**src/lbc_pkg.sv**
```systemverilog
// Package for the local bus cycle signalling block
package lbc_pkg;
  localparam int ADDR_W = 20;
  localparam int DATA_W = 16;
  localparam int UPPER_LSB = 16;
  localparam int INT_EN_POS = 2; // Position within upper lines
  localparam int TOP_POS = 3;
  localparam int SEG_LO_POS = 0;
  localparam int SEG_HI_POS = 1;
  localparam logic [3:0] UPPER_IO_VAL = 4'h0;
  localparam logic [2:0] CYC_PASSIVE = 3'h7;

  // Segment in use, two status bits
  typedef enum logic [1:0] {
    LBC_SEG_ALT = 2'h0,
    LBC_SEG_STACK = 2'h1,
    LBC_SEG_CODE = 2'h2,
    LBC_SEG_DATA = 2'h3
  } lbc_seg_t;

  // Kind of cycle
  typedef enum logic [1:0] {
    LBC_KIND_READ = 2'h0,
    LBC_KIND_WRITE = 2'h1,
    LBC_KIND_INTA = 2'h2
  } lbc_kind_t;

  // Bus states, one-hot
  typedef enum logic [5:0] {
    LBC_IDLE = 6'h01,
    LBC_ADDRESS_STATE = 6'h02,
    LBC_SECOND_STATE = 6'h04,
    LBC_THIRD_STATE = 6'h08,
    LBC_WAIT_STATE = 6'h10,
    LBC_FINAL_STATE = 6'h20
  } lbc_state_t;

  // A request for one bus cycle
  typedef struct packed {
    lbc_kind_t kind;
    logic is_mem;
    logic first_inta;
    logic [ADDR_W-1:0] addr;
    logic word;
    logic [DATA_W-1:0] wdata;
    lbc_seg_t seg;
    logic cycle_status_bit;
    logic [2:0] cyc_status;
  } lbc_req_t;
endpackage

```
**src/lbc_bus_cycle.sv**
```systemverilog
// Multiplexed local bus cycle sequencer and pin drivers
`timescale 1ns/10ps
// Overview of operation
// RULE1: Address in address state, data afterwards
// RULE2: Lowest address bit low for lower byte
// RULE3: Shared lines float in acknowledge and hold
// RULE4: Memory cycle shows top address bits
// RULE5: I/O cycle drives upper lines low
// RULE6: Status on upper lines after address
// RULE7: Interrupt enable status refreshed every clock
// RULE8: Segment code on two bits, top zero
// RULE9: Upper lines float during hold
// RULE10: High byte enable low for upper byte
// RULE11: Enable and lowest bit select lanes
// RULE12: Spare status on enable line later
// RULE13: Enable line floats during hold
// RULE14: Enable low in first acknowledge cycle
// RULE15: Read strobe low second through wait; the code drives it low in third through wait only
// RULE16: Read strobe only after lines floated
// RULE17: Read strobe floats during hold
// RULE18: Read strobe decoded with memory/IO pin
// RULE19: Devices gate chip selects by lane
// RULE20: Ready low inserts wait states
// RULE21: Cycle status passive at cycle end
// RULE22: Address, second, third, waits, final
module lbc_bus_cycle (
  input wire logic ref_clk,
  input wire logic resetn,
  input wire logic req_valid,
  input wire lbc_pkg::lbc_req_t req,
  input wire logic int_enable_flag,
  input wire logic hold_ack,
  input wire logic max_mode,
  input wire logic ready,
  input wire logic [lbc_pkg::DATA_W-1:0] shared_addr_data_lines_i,
  output logic [lbc_pkg::DATA_W-1:0] shared_addr_data_lines_o,
  output logic shared_addr_data_lines_oe,
  output logic [3:0] upper_addr_status_o,
  output logic upper_addr_status_oe,
  output logic high_byte_enable_status_n_o,
  output logic high_byte_enable_status_oe,
  output logic read_strobe_n_o,
  output logic read_strobe_oe,
  output logic memory_io_status,
  output logic [2:0] cyc_status_o,
  output logic req_ready,
  output logic [lbc_pkg::DATA_W-1:0] rdata,
  output logic rdata_valid
);
  import lbc_pkg::*;

  lbc_state_t state_q, state_d;
  lbc_req_t cur_q;
  logic [DATA_W-1:0] ad_q;
  logic ad_oe_q;
  logic [3:0] up_q;
  logic up_oe_q;
  logic bhe_q;
  logic bhe_oe_q;
  logic rd_n_q;
  logic rd_oe_q;
  logic mio_q;
  logic [2:0] cs_q;
  logic rdy_q;
  logic [DATA_W-1:0] rdata_q;
  logic rvalid_q;

  // Cycle shape decodes from the latched request
  wire is_read = (cur_q.kind == LBC_KIND_READ);
  wire is_inta = (cur_q.kind == LBC_KIND_INTA);
  wire a0 = cur_q.addr[0];
  // Lower lane moves when word or even byte; upper when word or odd byte
  wire low_lane = cur_q.word | ~a0; // RULE2 RULE11
  wire high_lane = cur_q.word | a0; // RULE10 RULE11
  wire lowest_address_bit = ~low_lane; // RULE2
  wire high_byte_enable = ~(high_lane | (is_inta & cur_q.first_inta)); // RULE10 RULE14
  wire [3:0] addr_upper = cur_q.is_mem ? cur_q.addr[ADDR_W-1:UPPER_LSB] : UPPER_IO_VAL; // RULE4 RULE5
  wire [DATA_W-1:0] addr_lines = {cur_q.addr[DATA_W-1:1], lowest_address_bit}; // RULE1

  wire st_idle = (state_q == LBC_IDLE);
  wire st_addr = (state_q == LBC_ADDRESS_STATE);
  wire st_second = (state_q == LBC_SECOND_STATE);
  wire st_third = (state_q == LBC_THIRD_STATE);
  wire st_wait = (state_q == LBC_WAIT_STATE);
  wire st_final = (state_q == LBC_FINAL_STATE);
  wire start = req_valid & (st_idle | st_final) & ~hold_ack;

  // Next state: one state per clock, waits while ready is low
  always_comb begin
    state_d = state_q;
    case (state_q)
      LBC_IDLE: begin
        if (start) begin
          state_d = LBC_ADDRESS_STATE;
        end
      end
      LBC_ADDRESS_STATE: state_d = LBC_SECOND_STATE; // RULE22
      LBC_SECOND_STATE: state_d = LBC_THIRD_STATE; // RULE22
      LBC_THIRD_STATE: state_d = ready ? LBC_FINAL_STATE : LBC_WAIT_STATE; // RULE20 RULE22
      LBC_WAIT_STATE: state_d = ready ? LBC_FINAL_STATE : LBC_WAIT_STATE; // RULE20
      LBC_FINAL_STATE: state_d = start ? LBC_ADDRESS_STATE : LBC_IDLE; // RULE22
      default: state_d = LBC_IDLE;
    endcase
  end

  // Pin values registered for the state being entered, so outputs lead by no gate
  wire n_addr = (state_d == LBC_ADDRESS_STATE);
  wire n_second = (state_d == LBC_SECOND_STATE);
  wire n_third = (state_d == LBC_THIRD_STATE);
  wire n_wait = (state_d == LBC_WAIT_STATE);
  wire n_final = (state_d == LBC_FINAL_STATE);
  wire n_busy = n_second | n_third | n_wait | n_final;
  lbc_req_t nreq;
  assign nreq = (start) ? req : cur_q;
  wire n_read = (nreq.kind == LBC_KIND_READ);
  wire n_inta = (nreq.kind == LBC_KIND_INTA);
  wire n_low = nreq.word | ~nreq.addr[0];
  wire n_high = nreq.word | nreq.addr[0];
  wire n_bhe = ~(n_high | (n_inta & nreq.first_inta));
  wire [3:0] n_up_addr = nreq.is_mem ? nreq.addr[ADDR_W-1:UPPER_LSB] : UPPER_IO_VAL;
  wire [3:0] n_up_stat = {1'b0, int_enable_flag, nreq.seg};
  // Data phase: writes drive, reads and acknowledge float
  wire n_ad_oe = ~hold_ack & ~n_inta & (n_addr | (n_busy & ~n_read)); // RULE1 RULE3
  wire [DATA_W-1:0] n_ad = n_addr ? {nreq.addr[DATA_W-1:1], ~n_low} : nreq.wdata; // RULE1 RULE2
  // Strobe waits one state after the lines float at the start of second state
  wire n_rd = n_read & (n_third | n_wait); // RULE15 RULE16
  // Cycle status active only in address and second state; idle stays passive
  wire n_cs_active = max_mode & (n_addr | n_second); // RULE21

  // Sequencer and request latch
  always_ff @(posedge ref_clk or negedge resetn) begin
    if (!resetn) begin
      state_q <= LBC_IDLE;
      cur_q <= '0;
    end else begin
      state_q <= state_d;
      if (start) begin
        cur_q <= req;
      end
    end
  end

  // Pin registers; hold forces the shared, upper, enable and strobe lines off
  always_ff @(posedge ref_clk or negedge resetn) begin
    if (!resetn) begin
      ad_q <= '0;
      ad_oe_q <= 1'b0;
      up_q <= '0;
      up_oe_q <= 1'b0;
      bhe_q <= 1'b1;
      bhe_oe_q <= 1'b0;
      rd_n_q <= 1'b1;
      rd_oe_q <= 1'b0;
      mio_q <= 1'b0;
      cs_q <= CYC_PASSIVE;
    end else begin
      ad_q <= n_ad;
      ad_oe_q <= n_ad_oe; // RULE3
      up_q <= n_addr ? n_up_addr : n_up_stat; // RULE4 RULE5 RULE6 RULE7
      up_oe_q <= ~hold_ack; // RULE9
      bhe_q <= n_addr ? n_bhe : nreq.cycle_status_bit; // RULE10 RULE12 RULE14
      bhe_oe_q <= ~hold_ack; // RULE13
      rd_n_q <= ~(n_rd & ~hold_ack); // RULE15
      rd_oe_q <= ~hold_ack; // RULE17
      mio_q <= nreq.is_mem; // RULE18
      cs_q <= n_cs_active ? nreq.cyc_status : CYC_PASSIVE; // RULE21
    end
  end

  // Capture read data at the end of the last data state
  always_ff @(posedge ref_clk or negedge resetn) begin
    if (!resetn) begin
      rdy_q <= 1'b0;
      rdata_q <= '0;
      rvalid_q <= 1'b0;
    end else begin
      rdy_q <= (state_d == LBC_IDLE) | (state_d == LBC_FINAL_STATE);
      rvalid_q <= 1'b0;
      if ((st_third | st_wait) & ready & is_read) begin
        rdata_q <= shared_addr_data_lines_i;
        rvalid_q <= 1'b1;
      end
    end
  end

  assign shared_addr_data_lines_o = ad_q;
  assign shared_addr_data_lines_oe = ad_oe_q;
  assign upper_addr_status_o = up_q;
  assign upper_addr_status_oe = up_oe_q;
  assign high_byte_enable_status_n_o = bhe_q;
  assign high_byte_enable_status_oe = bhe_oe_q;
  assign read_strobe_n_o = rd_n_q;
  assign read_strobe_oe = rd_oe_q;
  assign memory_io_status = mio_q;
  assign cyc_status_o = cs_q;
  assign req_ready = rdy_q;
  assign rdata = rdata_q;
  assign rdata_valid = rvalid_q;

  // Checks; pins are registered, so hold is judged one clock late
  chk_addr_in_t1: assert property (@(posedge ref_clk) disable iff (!resetn) // RULE1
    st_addr && !$past(hold_ack) && !is_inta |-> ad_oe_q && ad_q == addr_lines)
    else $error("address lines wrong in address state");
  chk_lowlane_a0: assert property (@(posedge ref_clk) disable iff (!resetn) // RULE2
    st_addr && low_lane && !is_inta |-> !ad_q[0])
    else $error("lowest address bit not low for lower lane");
  chk_float_hold: assert property (@(posedge ref_clk) disable iff (!resetn) // RULE3 RULE9 RULE13 RULE17
    $past(hold_ack) |-> !ad_oe_q && !up_oe_q && !bhe_oe_q && !rd_oe_q)
    else $error("pins driven during hold");
  chk_float_inta: assert property (@(posedge ref_clk) disable iff (!resetn) // RULE3
    !st_idle && is_inta |-> !ad_oe_q)
    else $error("shared lines driven in acknowledge");
  chk_upper_t1: assert property (@(posedge ref_clk) disable iff (!resetn) // RULE4 RULE5
    st_addr |-> up_q == addr_upper)
    else $error("upper lines wrong in address state");
  chk_status_later: assert property (@(posedge ref_clk) disable iff (!resetn) // RULE6 RULE7 RULE8
    (st_second || st_third || st_wait) |-> up_q[TOP_POS] == 1'b0
    && up_q[SEG_HI_POS:SEG_LO_POS] == cur_q.seg
    && up_q[INT_EN_POS] == $past(int_enable_flag))
    else $error("status bits wrong");
  chk_bhe_t1: assert property (@(posedge ref_clk) disable iff (!resetn) // RULE10 RULE11 RULE14
    st_addr |-> bhe_q == high_byte_enable)
    else $error("high byte enable wrong");
  chk_bhe_status: assert property (@(posedge ref_clk) disable iff (!resetn) // RULE12
    (st_second || st_third || st_final) |-> bhe_q == cur_q.cycle_status_bit)
    else $error("spare status wrong");
  chk_rd_nooverlap: assert property (@(posedge ref_clk) disable iff (!resetn) // RULE16
    !read_strobe_n_o |-> !ad_oe_q)
    else $error("read strobe overlaps driven lines");
  chk_rd_window: assert property (@(posedge ref_clk) disable iff (!resetn) // RULE15
    st_third && is_read && !$past(hold_ack) |-> !rd_n_q)
    else $error("read strobe not low");
  chk_seq_order: assert property (@(posedge ref_clk) disable iff (!resetn) // RULE22
    st_addr |=> st_second ##1 st_third)
    else $error("bus states out of order");
  chk_wait_ready: assert property (@(posedge ref_clk) disable iff (!resetn) // RULE20
    (st_third || st_wait) && !ready |=> st_wait)
    else $error("no wait state while not ready");
  chk_cs_passive: assert property (@(posedge ref_clk) disable iff (!resetn) // RULE21
    st_final |-> cs_q == CYC_PASSIVE)
    else $error("cycle status not passive");

  // Write data must stand on the shared lines for the whole data phase
  chk_write_data: assert property (@(posedge ref_clk) disable iff (!resetn) // RULE1
    (st_second || st_third || st_wait || st_final) && cur_q.kind == LBC_KIND_WRITE
    && !$past(hold_ack) |-> ad_oe_q && ad_q == cur_q.wdata)
    else $error("write data not driven");

  // Reads leave the shared lines to the addressed device after the address
  chk_read_float: assert property (@(posedge ref_clk) disable iff (!resetn) // RULE1 RULE16
    (st_second || st_third || st_wait || st_final) && is_read |-> !ad_oe_q)
    else $error("shared lines driven in read data phase");

  // Strobe stays high while the address may still be on the lines
  chk_rd_early_high: assert property (@(posedge ref_clk) disable iff (!resetn) // RULE16
    st_addr || st_second |-> rd_n_q)
    else $error("read strobe low too early");

  // Only reads may pulse the strobe
  chk_rd_write_high: assert property (@(posedge ref_clk) disable iff (!resetn) // RULE15
    !st_idle && !is_read |-> rd_n_q)
    else $error("read strobe low outside read");

  // Every wait state of a read keeps the strobe low
  chk_rd_wait_low: assert property (@(posedge ref_clk) disable iff (!resetn) // RULE15
    st_wait && is_read && !$past(hold_ack) |-> !rd_n_q)
    else $error("read strobe high in wait state");

  // Strobe returns high in the final state
  chk_rd_final_high: assert property (@(posedge ref_clk) disable iff (!resetn) // RULE15
    st_final |-> rd_n_q)
    else $error("read strobe low in final state");

  // Memory/IO pin tracks the cycle so the strobe can be decoded
  chk_mio_status: assert property (@(posedge ref_clk) disable iff (!resetn) // RULE18
    !st_idle |-> memory_io_status == cur_q.is_mem)
    else $error("memory io status wrong");

  // I/O cycles show zeros on the upper lines
  chk_upper_io_low: assert property (@(posedge ref_clk) disable iff (!resetn) // RULE5
    st_addr && !cur_q.is_mem |-> up_q == UPPER_IO_VAL)
    else $error("upper lines not low for io");

  // Memory cycles show the top address bits
  chk_upper_mem_addr: assert property (@(posedge ref_clk) disable iff (!resetn) // RULE4
    st_addr && cur_q.is_mem |-> up_q == cur_q.addr[ADDR_W-1:UPPER_LSB])
    else $error("upper lines not the top address");

  // Top status bit stays zero through the whole status phase
  chk_top_zero: assert property (@(posedge ref_clk) disable iff (!resetn) // RULE8
    (st_second || st_third || st_wait || st_final) |-> up_q[TOP_POS] == 1'b0)
    else $error("top status bit not zero");

  // Segment code still shown in the final state
  chk_seg_final: assert property (@(posedge ref_clk) disable iff (!resetn) // RULE6 RULE8
    st_final |-> up_q[SEG_HI_POS:SEG_LO_POS] == cur_q.seg)
    else $error("segment status wrong in final state");

  // Interrupt enable follows the flag clock by clock
  chk_ie_final: assert property (@(posedge ref_clk) disable iff (!resetn) // RULE7
    st_final |-> up_q[INT_EN_POS] == $past(int_enable_flag))
    else $error("interrupt enable status stale");

  // Whole words enable the upper lane
  chk_bhe_word: assert property (@(posedge ref_clk) disable iff (!resetn) // RULE11
    st_addr && cur_q.word |-> !bhe_q)
    else $error("high byte enable high for word");

  // Even bytes leave the upper lane off
  chk_bhe_even_byte: assert property (@(posedge ref_clk) disable iff (!resetn) // RULE11
    st_addr && !cur_q.word && !a0 && !(is_inta && cur_q.first_inta) |-> bhe_q)
    else $error("high byte enable low for even byte");

  // Odd bytes keep the lower lane off
  chk_a0_odd_byte: assert property (@(posedge ref_clk) disable iff (!resetn) // RULE11
    st_addr && !cur_q.word && a0 && !is_inta |-> ad_q[0])
    else $error("lowest address bit low for odd byte");

  // First acknowledge always enables the upper lane
  chk_bhe_first_inta: assert property (@(posedge ref_clk) disable iff (!resetn) // RULE14
    st_addr && is_inta && cur_q.first_inta |-> !bhe_q)
    else $error("high byte enable high in first acknowledge");

  // Second state always moves on to third
  chk_second_third: assert property (@(posedge ref_clk) disable iff (!resetn) // RULE22
    st_second |=> st_third)
    else $error("second state not followed by third");

  // Ready ends the data phase at once
  chk_final_on_ready: assert property (@(posedge ref_clk) disable iff (!resetn) // RULE20 RULE22
    (st_third || st_wait) && ready |=> st_final)
    else $error("final state missed on ready");

  // Final state lasts one clock
  chk_final_leaves: assert property (@(posedge ref_clk) disable iff (!resetn) // RULE22
    st_final |=> st_idle || st_addr)
    else $error("final state held too long");

  // Maximum mode shows the caller's cycle status with the address
  chk_cs_active: assert property (@(posedge ref_clk) disable iff (!resetn) // RULE21
    st_addr && $past(max_mode) |-> cs_q == cur_q.cyc_status)
    else $error("cycle status not active in address state");

  // Third and wait states mark the end of the cycle
  chk_cs_third: assert property (@(posedge ref_clk) disable iff (!resetn) // RULE21
    st_third || st_wait |-> cs_q == CYC_PASSIVE)
    else $error("cycle status not passive in data end");

  // An idle bus must not look like a starting cycle
  chk_cs_idle: assert property (@(posedge ref_clk) disable iff (!resetn) // RULE21
    st_idle |-> cs_q == CYC_PASSIVE)
    else $error("cycle status active while idle");

  // Read data taken on the ready edge
  chk_rdata_capture: assert property (@(posedge ref_clk) disable iff (!resetn) // RULE15 RULE20
    (st_third || st_wait) && ready && is_read
    |=> rdata_valid && rdata == $past(shared_addr_data_lines_i))
    else $error("read data not captured");

  // Read data pulse lines up with the final state
  chk_rvalid_final: assert property (@(posedge ref_clk) disable iff (!resetn) // RULE22
    rdata_valid |-> st_final)
    else $error("read data pulse outside final state");

  // Ready for a request only between cycles
  chk_ready_state: assert property (@(posedge ref_clk) disable iff (!resetn) // RULE22
    req_ready |-> st_idle || st_final)
    else $error("request ready while busy");

  // Hold keeps a new cycle from starting
  chk_no_start_hold: assert property (@(posedge ref_clk) disable iff (!resetn) // RULE3
    st_idle && hold_ack |=> st_idle)
    else $error("cycle started during hold");

  cov_read: cover property (@(posedge ref_clk) disable iff (!resetn) st_third && is_read && ready);
  cov_wait: cover property (@(posedge ref_clk) disable iff (!resetn) st_wait ##1 st_wait);
  cov_inta: cover property (@(posedge ref_clk) disable iff (!resetn) st_addr && is_inta);
  cov_b2b: cover property (@(posedge ref_clk) disable iff (!resetn) st_final ##1 st_addr);
  // Hold seen floating the shared lines
  cov_hold: cover property (@(posedge ref_clk) disable iff (!resetn) $past(hold_ack) && !ad_oe_q);
endmodule

```
**config.mk**
```make
export PLATFORM = sky130hd
export DESIGN_NAME = lbc_bus_cycle
export DESIGN_NICKNAME = d
export VERILOG_FILES = /design/src/lbc_pkg.sv /design/src/lbc_bus_cycle.sv
export SDC_FILE = /design/constraint.sdc
export NUM_CORES = 1
export LEC_CHECK = 0
export BUFFER_PORTS_ARGS = -buffer_cell sky130_fd_sc_hd__buf_2
export CORE_ASPECT_RATIO = 0.8
export CORE_MARGIN = 2
export CORE_UTILIZATION = 37
export DETAILED_ROUTE_END_ITERATION = 8
export SYNTH_ARGS = -nofsm -noshare
export SYNTH_HDL_FRONTEND = slang
export SYNTH_SLANG_ARGS = --single-unit
```
**constraint.sdc**
```tcl
create_clock -name ref_clk -period 2.4 [get_ports ref_clk]
set_input_delay 0.36 -clock ref_clk [delete_from_list [all_inputs] [get_ports ref_clk]]
set_output_delay 0.36 -clock ref_clk [all_outputs]
set_load 0.03 [all_outputs]
```
Word-level counts from Yosys, hierarchy flattened
Cells that the tools add are included.
{"block": "word_totals", "mem_bits_rw": 0, "latchBits": 0, "n_memories": 0, "regBits": 98, "rom_bits": 0}
{"block": "classes", "shifts": 0, "n_eq_ne": 13, "muxes": 11, "reduce_logical": 3, "n_mul": 0, "n_div": 0, "n_lt_le_gt_ge": 0, "addsub": 0, "n_bitwise": 30}
{"op": "$mux 47", "n": 1}
{"op": "$pmux 6 s5", "n": 1}
{"op": "$mux 16", "n": 1}
{"op": "$eq 6x1->1 const B", "n": 2}
{"op": "$eq 6x2->1 const B", "n": 2}
{"op": "$eq 6x3->1 const B", "n": 2}
{"op": "$eq 6x4->1 const B", "n": 2}
{"op": "$eq 6x5->1 const B", "n": 2}
{"op": "$eq 6x6->1 const B", "n": 2}
{"op": "$mux 6", "n": 2}
{"op": "$or 1x1->1", "n": 12}
{"op": "$and 1x1->1", "n": 11}
{"op": "$mux 4", "n": 2}
{"op": "$not 1->1", "n": 7}
{"op": "$logic_not 2->1", "n": 2}
{"op": "$mux 3", "n": 1}
{"op": "$eq 2x2->1 const B", "n": 1}
{"op": "$mux 1", "n": 2}
{"op": "$mux 2", "n": 1}
{"op": "$reduce_or 2->1", "n": 1}

Longest topological paths before layout
{"block": "depth", "ltp_word": 13, "depth_mapped": 7, "depth_no_buf": 5}

Least setup slack after synthesis
OpenSTA, ideal clock, no wires.
{"block": "synth_path", "kind": "reg-to-reg", "from": "reg state_q[5]", "to": "reg rdata_q[10] (netlist: rdata[10])", "path_slack_ps": 590, "t_required_ps": 2275, "t_arrival_ps": 1685, "setup_ps": 125, "path_buffers": 1, "path_stages_with_launch": 6, "synth_period_minus_slack_ps": 1810, "cell_sequence": "dfrtp_1 > or3_4 > nor4b_4 > nand2_4 > buf_6 > mux2_4"}
{"block": "synth_via", "elab_chain_len": 4}
{"item": "start: declaration", "line_no": "lbc_bus_cycle.sv:52", "rtl": "lbc_state_t state_q, state_d;"}
{"item": "start signal: assignment", "line_no": "lbc_bus_cycle.sv:136", "rtl": "state_q <= state_d;"}
{"item": "$eq 6x4->1 or $eq 6x5->1 (tied branches)", "line_no": "lbc_bus_cycle.sv:83, lbc_bus_cycle.sv:84"}
{"item": "$or 1x1->1 *", "line_no": "lbc_bus_cycle.sv:179", "rtl": "if ((st_third | st_wait) & ready & is_read) begin"}
{"item": "$and 1x1->1 * (2 in a row)", "line_no": "lbc_bus_cycle.sv:179"}
{"item": "end signal: assignment", "line_no": "lbc_bus_cycle.sv:180", "rtl": "rdata_q <= shared_addr_data_lines_i;"}
{"item": "end: declaration", "line_no": "lbc_bus_cycle.sv:65", "rtl": "logic [DATA_W-1:0] rdata_q;"}
Mark *: on every way between the ends. The rest lies on a longest branch, timed or not.
A chain may end at the register's enable or synchronous reset.

Worst setup path after layout
Same ends and word-level chain as after synthesis.

==> metrics.md <==
| Metric | Value |
|---|---|
| Outcome | `complete, no violations` |
| Worst vdd ir | `522 uV` |
| Fin worst setup slack | `0.498 ns` |
| Multi-input logic area | `945 um2` |
| First drt pass iteration count | `4` |
| Largest net degree at the start of global routing | `41` |
| Commonest cells after routing, fill and taps aside | `116 x buf_2, 108 x nand2_1, 70 x dfrtp_1` |
| Detail-routed net length per standard cell | `12.2 um` |
| Max_slew headroom | `0.674` |
| Port Buf Inserts | `117` |
| Fill count | `758` |
| Clk slew on worst S/H paths | `0.07 ns` |
| RSZ-0062 raised after global routing | `no` |
| Syn Inst Count | `266` |
| Critical path peak fanout | `17` |
| Critical Path End Type | `flip-flop` |
| Worst path arrival time | `2.13 ns` |
| Core area | `0.00784 mm2` |
| Period utilization | `0.792` |
| Clk sinks | `76` |
| Synth cell types | `36` |
| CTS tree | `built` |
| Vias | `2194` |
| Final hold violations | `0` |
| Final setup viols | `0` |
| Share of layout cells above drive strength 1 | `0.416` |
| DRC Markers | `0` |
| Crit path kind | `flip-flop to flip-flop` |
| Routability congestion estimate | `0.856` |
| H-tree depth | `3` |
| HPWL after DPL | `4410 um` |
| Hold_buf cts | `1` |
| Starting Density | `0.375` |
| Net Count, Synth | `336` |
| Vias per inst | `4.41` |
| ANT nets after route | `0` |
| Async SR Flop Fraction | `1.00` |
| Max clock buf depth | `2` |
| Mean post-synth cell area | `11.1 um2` |
| Main synth FF type | `dfrtp_1` |
| Fmax | `0.526 GHz` |
| Max Slew Vio Count | `0` |
| Seq. cell area | `0.00191 mm2` |
| Drt first-iter violations | `39` |
| Setup crit start kind | `flip-flop` |
| Initial antenna violation count | `0` |
| Tmin final | `1.90 ns` |
| Critical Path RT | `2.63 ns` |
| PwrDens | `842 mW/mm2` |
| Die W | `104 um` |
| Routed WL | `6080 um` |
| First-pass GRT wire length | `10500 um` |
| ANT cells | `0` |
| Nets | `454` |
| Rows | `29` |
| P&R area growth vs syn | `31.5%` |
| Die span in y | `83.8 um` |
| Area of the die | `0.00869 mm2` |
| Total track usage | `0.153` |
| Yosys reg bits | `76` |
| Max-cap violations | `0` |
| Root buf cell | `clkbuf_8` |
| IO Pins | `118` |
| Global route overflow | `0` |
| Commonest non-fill, non-tap cell in the layout | `buf_2` |
| PostCTS Resize Cnt | `0` |
| Vias in the first global route | `2244` |
| Post-place setup slack | `0.501 ns` |
| Yosys warnings | `0` |
| Post-Layout Cell Count | `497` |
| TNS Setup | `0 ns` |
| Skew final | `0.00838 ns` |
| Number of flops mapped to enable cells by yosys | `0` |
| Setup Buffers After CTS | `0` |
| Clock Latency Late Sink | `0.34 ns` |
| Worst-margin pin slew | `0.488 ns` |
| Post-Syn Area | `0.00294 mm2` |
| Sequential area share after synthesis | `0.649` |
| CTS Buf Count | `9` |
| Placed cells | `480` |
| Worst Hold Slack | `0.163 ns` |
| Worst hold-check path type | `primary input to flip-flop` |
| Pleak | `2.16 nW` |
[worst max-delay path: stages, from the launching register on]
cell	delay (ns)
dfrtp_1	0.43
or3_4	0.43
nor4b_4	0.31
nand2_4	0.25
mux2_4	0.36
[cell type report]
class	count	area share
Multi-Input combinational cell	171	0.244
Sequential cell	76	0.493
Timing Repair Buffer	122	0.165
Clock inverter	5	0.0220
Inverter	4	0.00388
Clock buffer	11	0.0365
Tap cell	108	0.0349
[state kept, by name (all words and copies together), names as in the netlist]
| register | cells |
|---|---|
| cur_q | 25 |
| rdata | 16 |
| shared_addr_data_lines_o | 16 |
| state_q | 6 |
| upper_addr_status_o | 4 |
| cyc_status_o | 3 |
| high_byte_enable_status_n_o | 1 |
| high_byte_enable_status_oe | 1 |
| rdata_valid | 1 |
| read_strobe_n_o | 1 |
| req_ready | 1 |
| shared_addr_data_lines_oe | 1 |
[metrics by stage]
| step | cell area, um2 | utilization | power, mW |
|---|---|---|---|
| 2_1_floorplan | 2940 | - | 1.98 |
| 3_3_place_gp | 3630 | 0.464 | 2.21 |
| 3_5_place_dp | 3630 | 0.464 | 2.22 |
| 4_1_cts | 3870 | 0.494 | 3.33 |
| 5_1_grt | 3870 | 0.494 | 3.47 |
| 6_report | 3870 | 0.494 | 3.26 |
[cells in the mapped netlist (all sizes together), types with 3 or more instances]
| library cell | number | area share |
|---|---|---|
| a22o | 3 | 0.0089 |
| buf | 5 | 0.012 |
| clkbuf | 10 | 0.013 |
| dfrtp | 70 | 0.60 |
| dfstp | 6 | 0.054 |
| inv | 3 | 0.0038 |
| mux2 | 16 | 0.073 |
| nand2 | 109 | 0.14 |
| nand3 | 3 | 0.0051 |
| nor2 | 6 | 0.0077 |
| nor3 | 6 | 0.010 |
| o21ai | 4 | 0.0068 |
| o22ai | 3 | 0.0064 |
[cells by family (layout without fill, tap and decap cells)]
| logic type | count (synthesis) | after routing | synth area share |
|---|---|---|---|
| buffers and inverters | 19 | 142 | 0.0302 |
| XOR/XNOR | 3 | 3 | 0.00893 |
| flip-flops | 76 | 76 | 0.649 |
| multiplexers | 17 | 17 | 0.0761 |
| AND/OR/NAND/NOR | 135 | 135 | 0.198 |
| AO/OA/AOI/OAI | 16 | 16 | 0.0383 |
[report_power, final]
part / total [mW] / leakage (nW) / switching (mW) / internal (mW)
logic: 0.634 / 1.09 / 0.424 / 0.210
clock network: 1.08 / 0.110 / 0.458 / 0.618
registers: 1.55 / 0.961 / 0.0709 / 1.48
total: 3.26 / 2.16 / 0.954 / 2.31
[path summary, 6_finish.rpt]
| kind | from | to | slack [ns] | cells past startpoint |
|---|---|---|---|---|
| setup / recovery | state_q[5]$_DFF_PN0_ | rdata[10]$_DFFE_PN0P_ | 0.50 | 4 |
| hold / removal | max_mode | cyc_status_o[0]$_DFF_PN1_ | 0.16 | 2 |
| setup reg to reg | state_q[5]$_DFF_PN0_ | rdata[10]$_DFFE_PN0P_ | 0.50 | 4 |
| hold reg to reg | cur_q[3]$_DFF_PN0_ | cur_q[3]$_DFF_PN0_ | 0.46 | 2 |
| max in group asynchronous | resetn | high_byte_enable_status_n_o$_DFF_PN1_ | 1.25 | 3 |
| min in group asynchronous | resetn | req_ready$_DFF_PN0_ | 0.53 | 2 |
[metal layers]
layer / vias up / GRT usage / share of wire
met3: 7 / 0.0749 / 0.091
met4: 0 / 0.0405 / 0.0064
met2: 85 / 0.232 / 0.44
met5: - / 0 / 0
met1: 1013 / 0.196 / 0.46
li1: 1089 / - / -
Note: power is estimated with default switching activity, not from simulation.
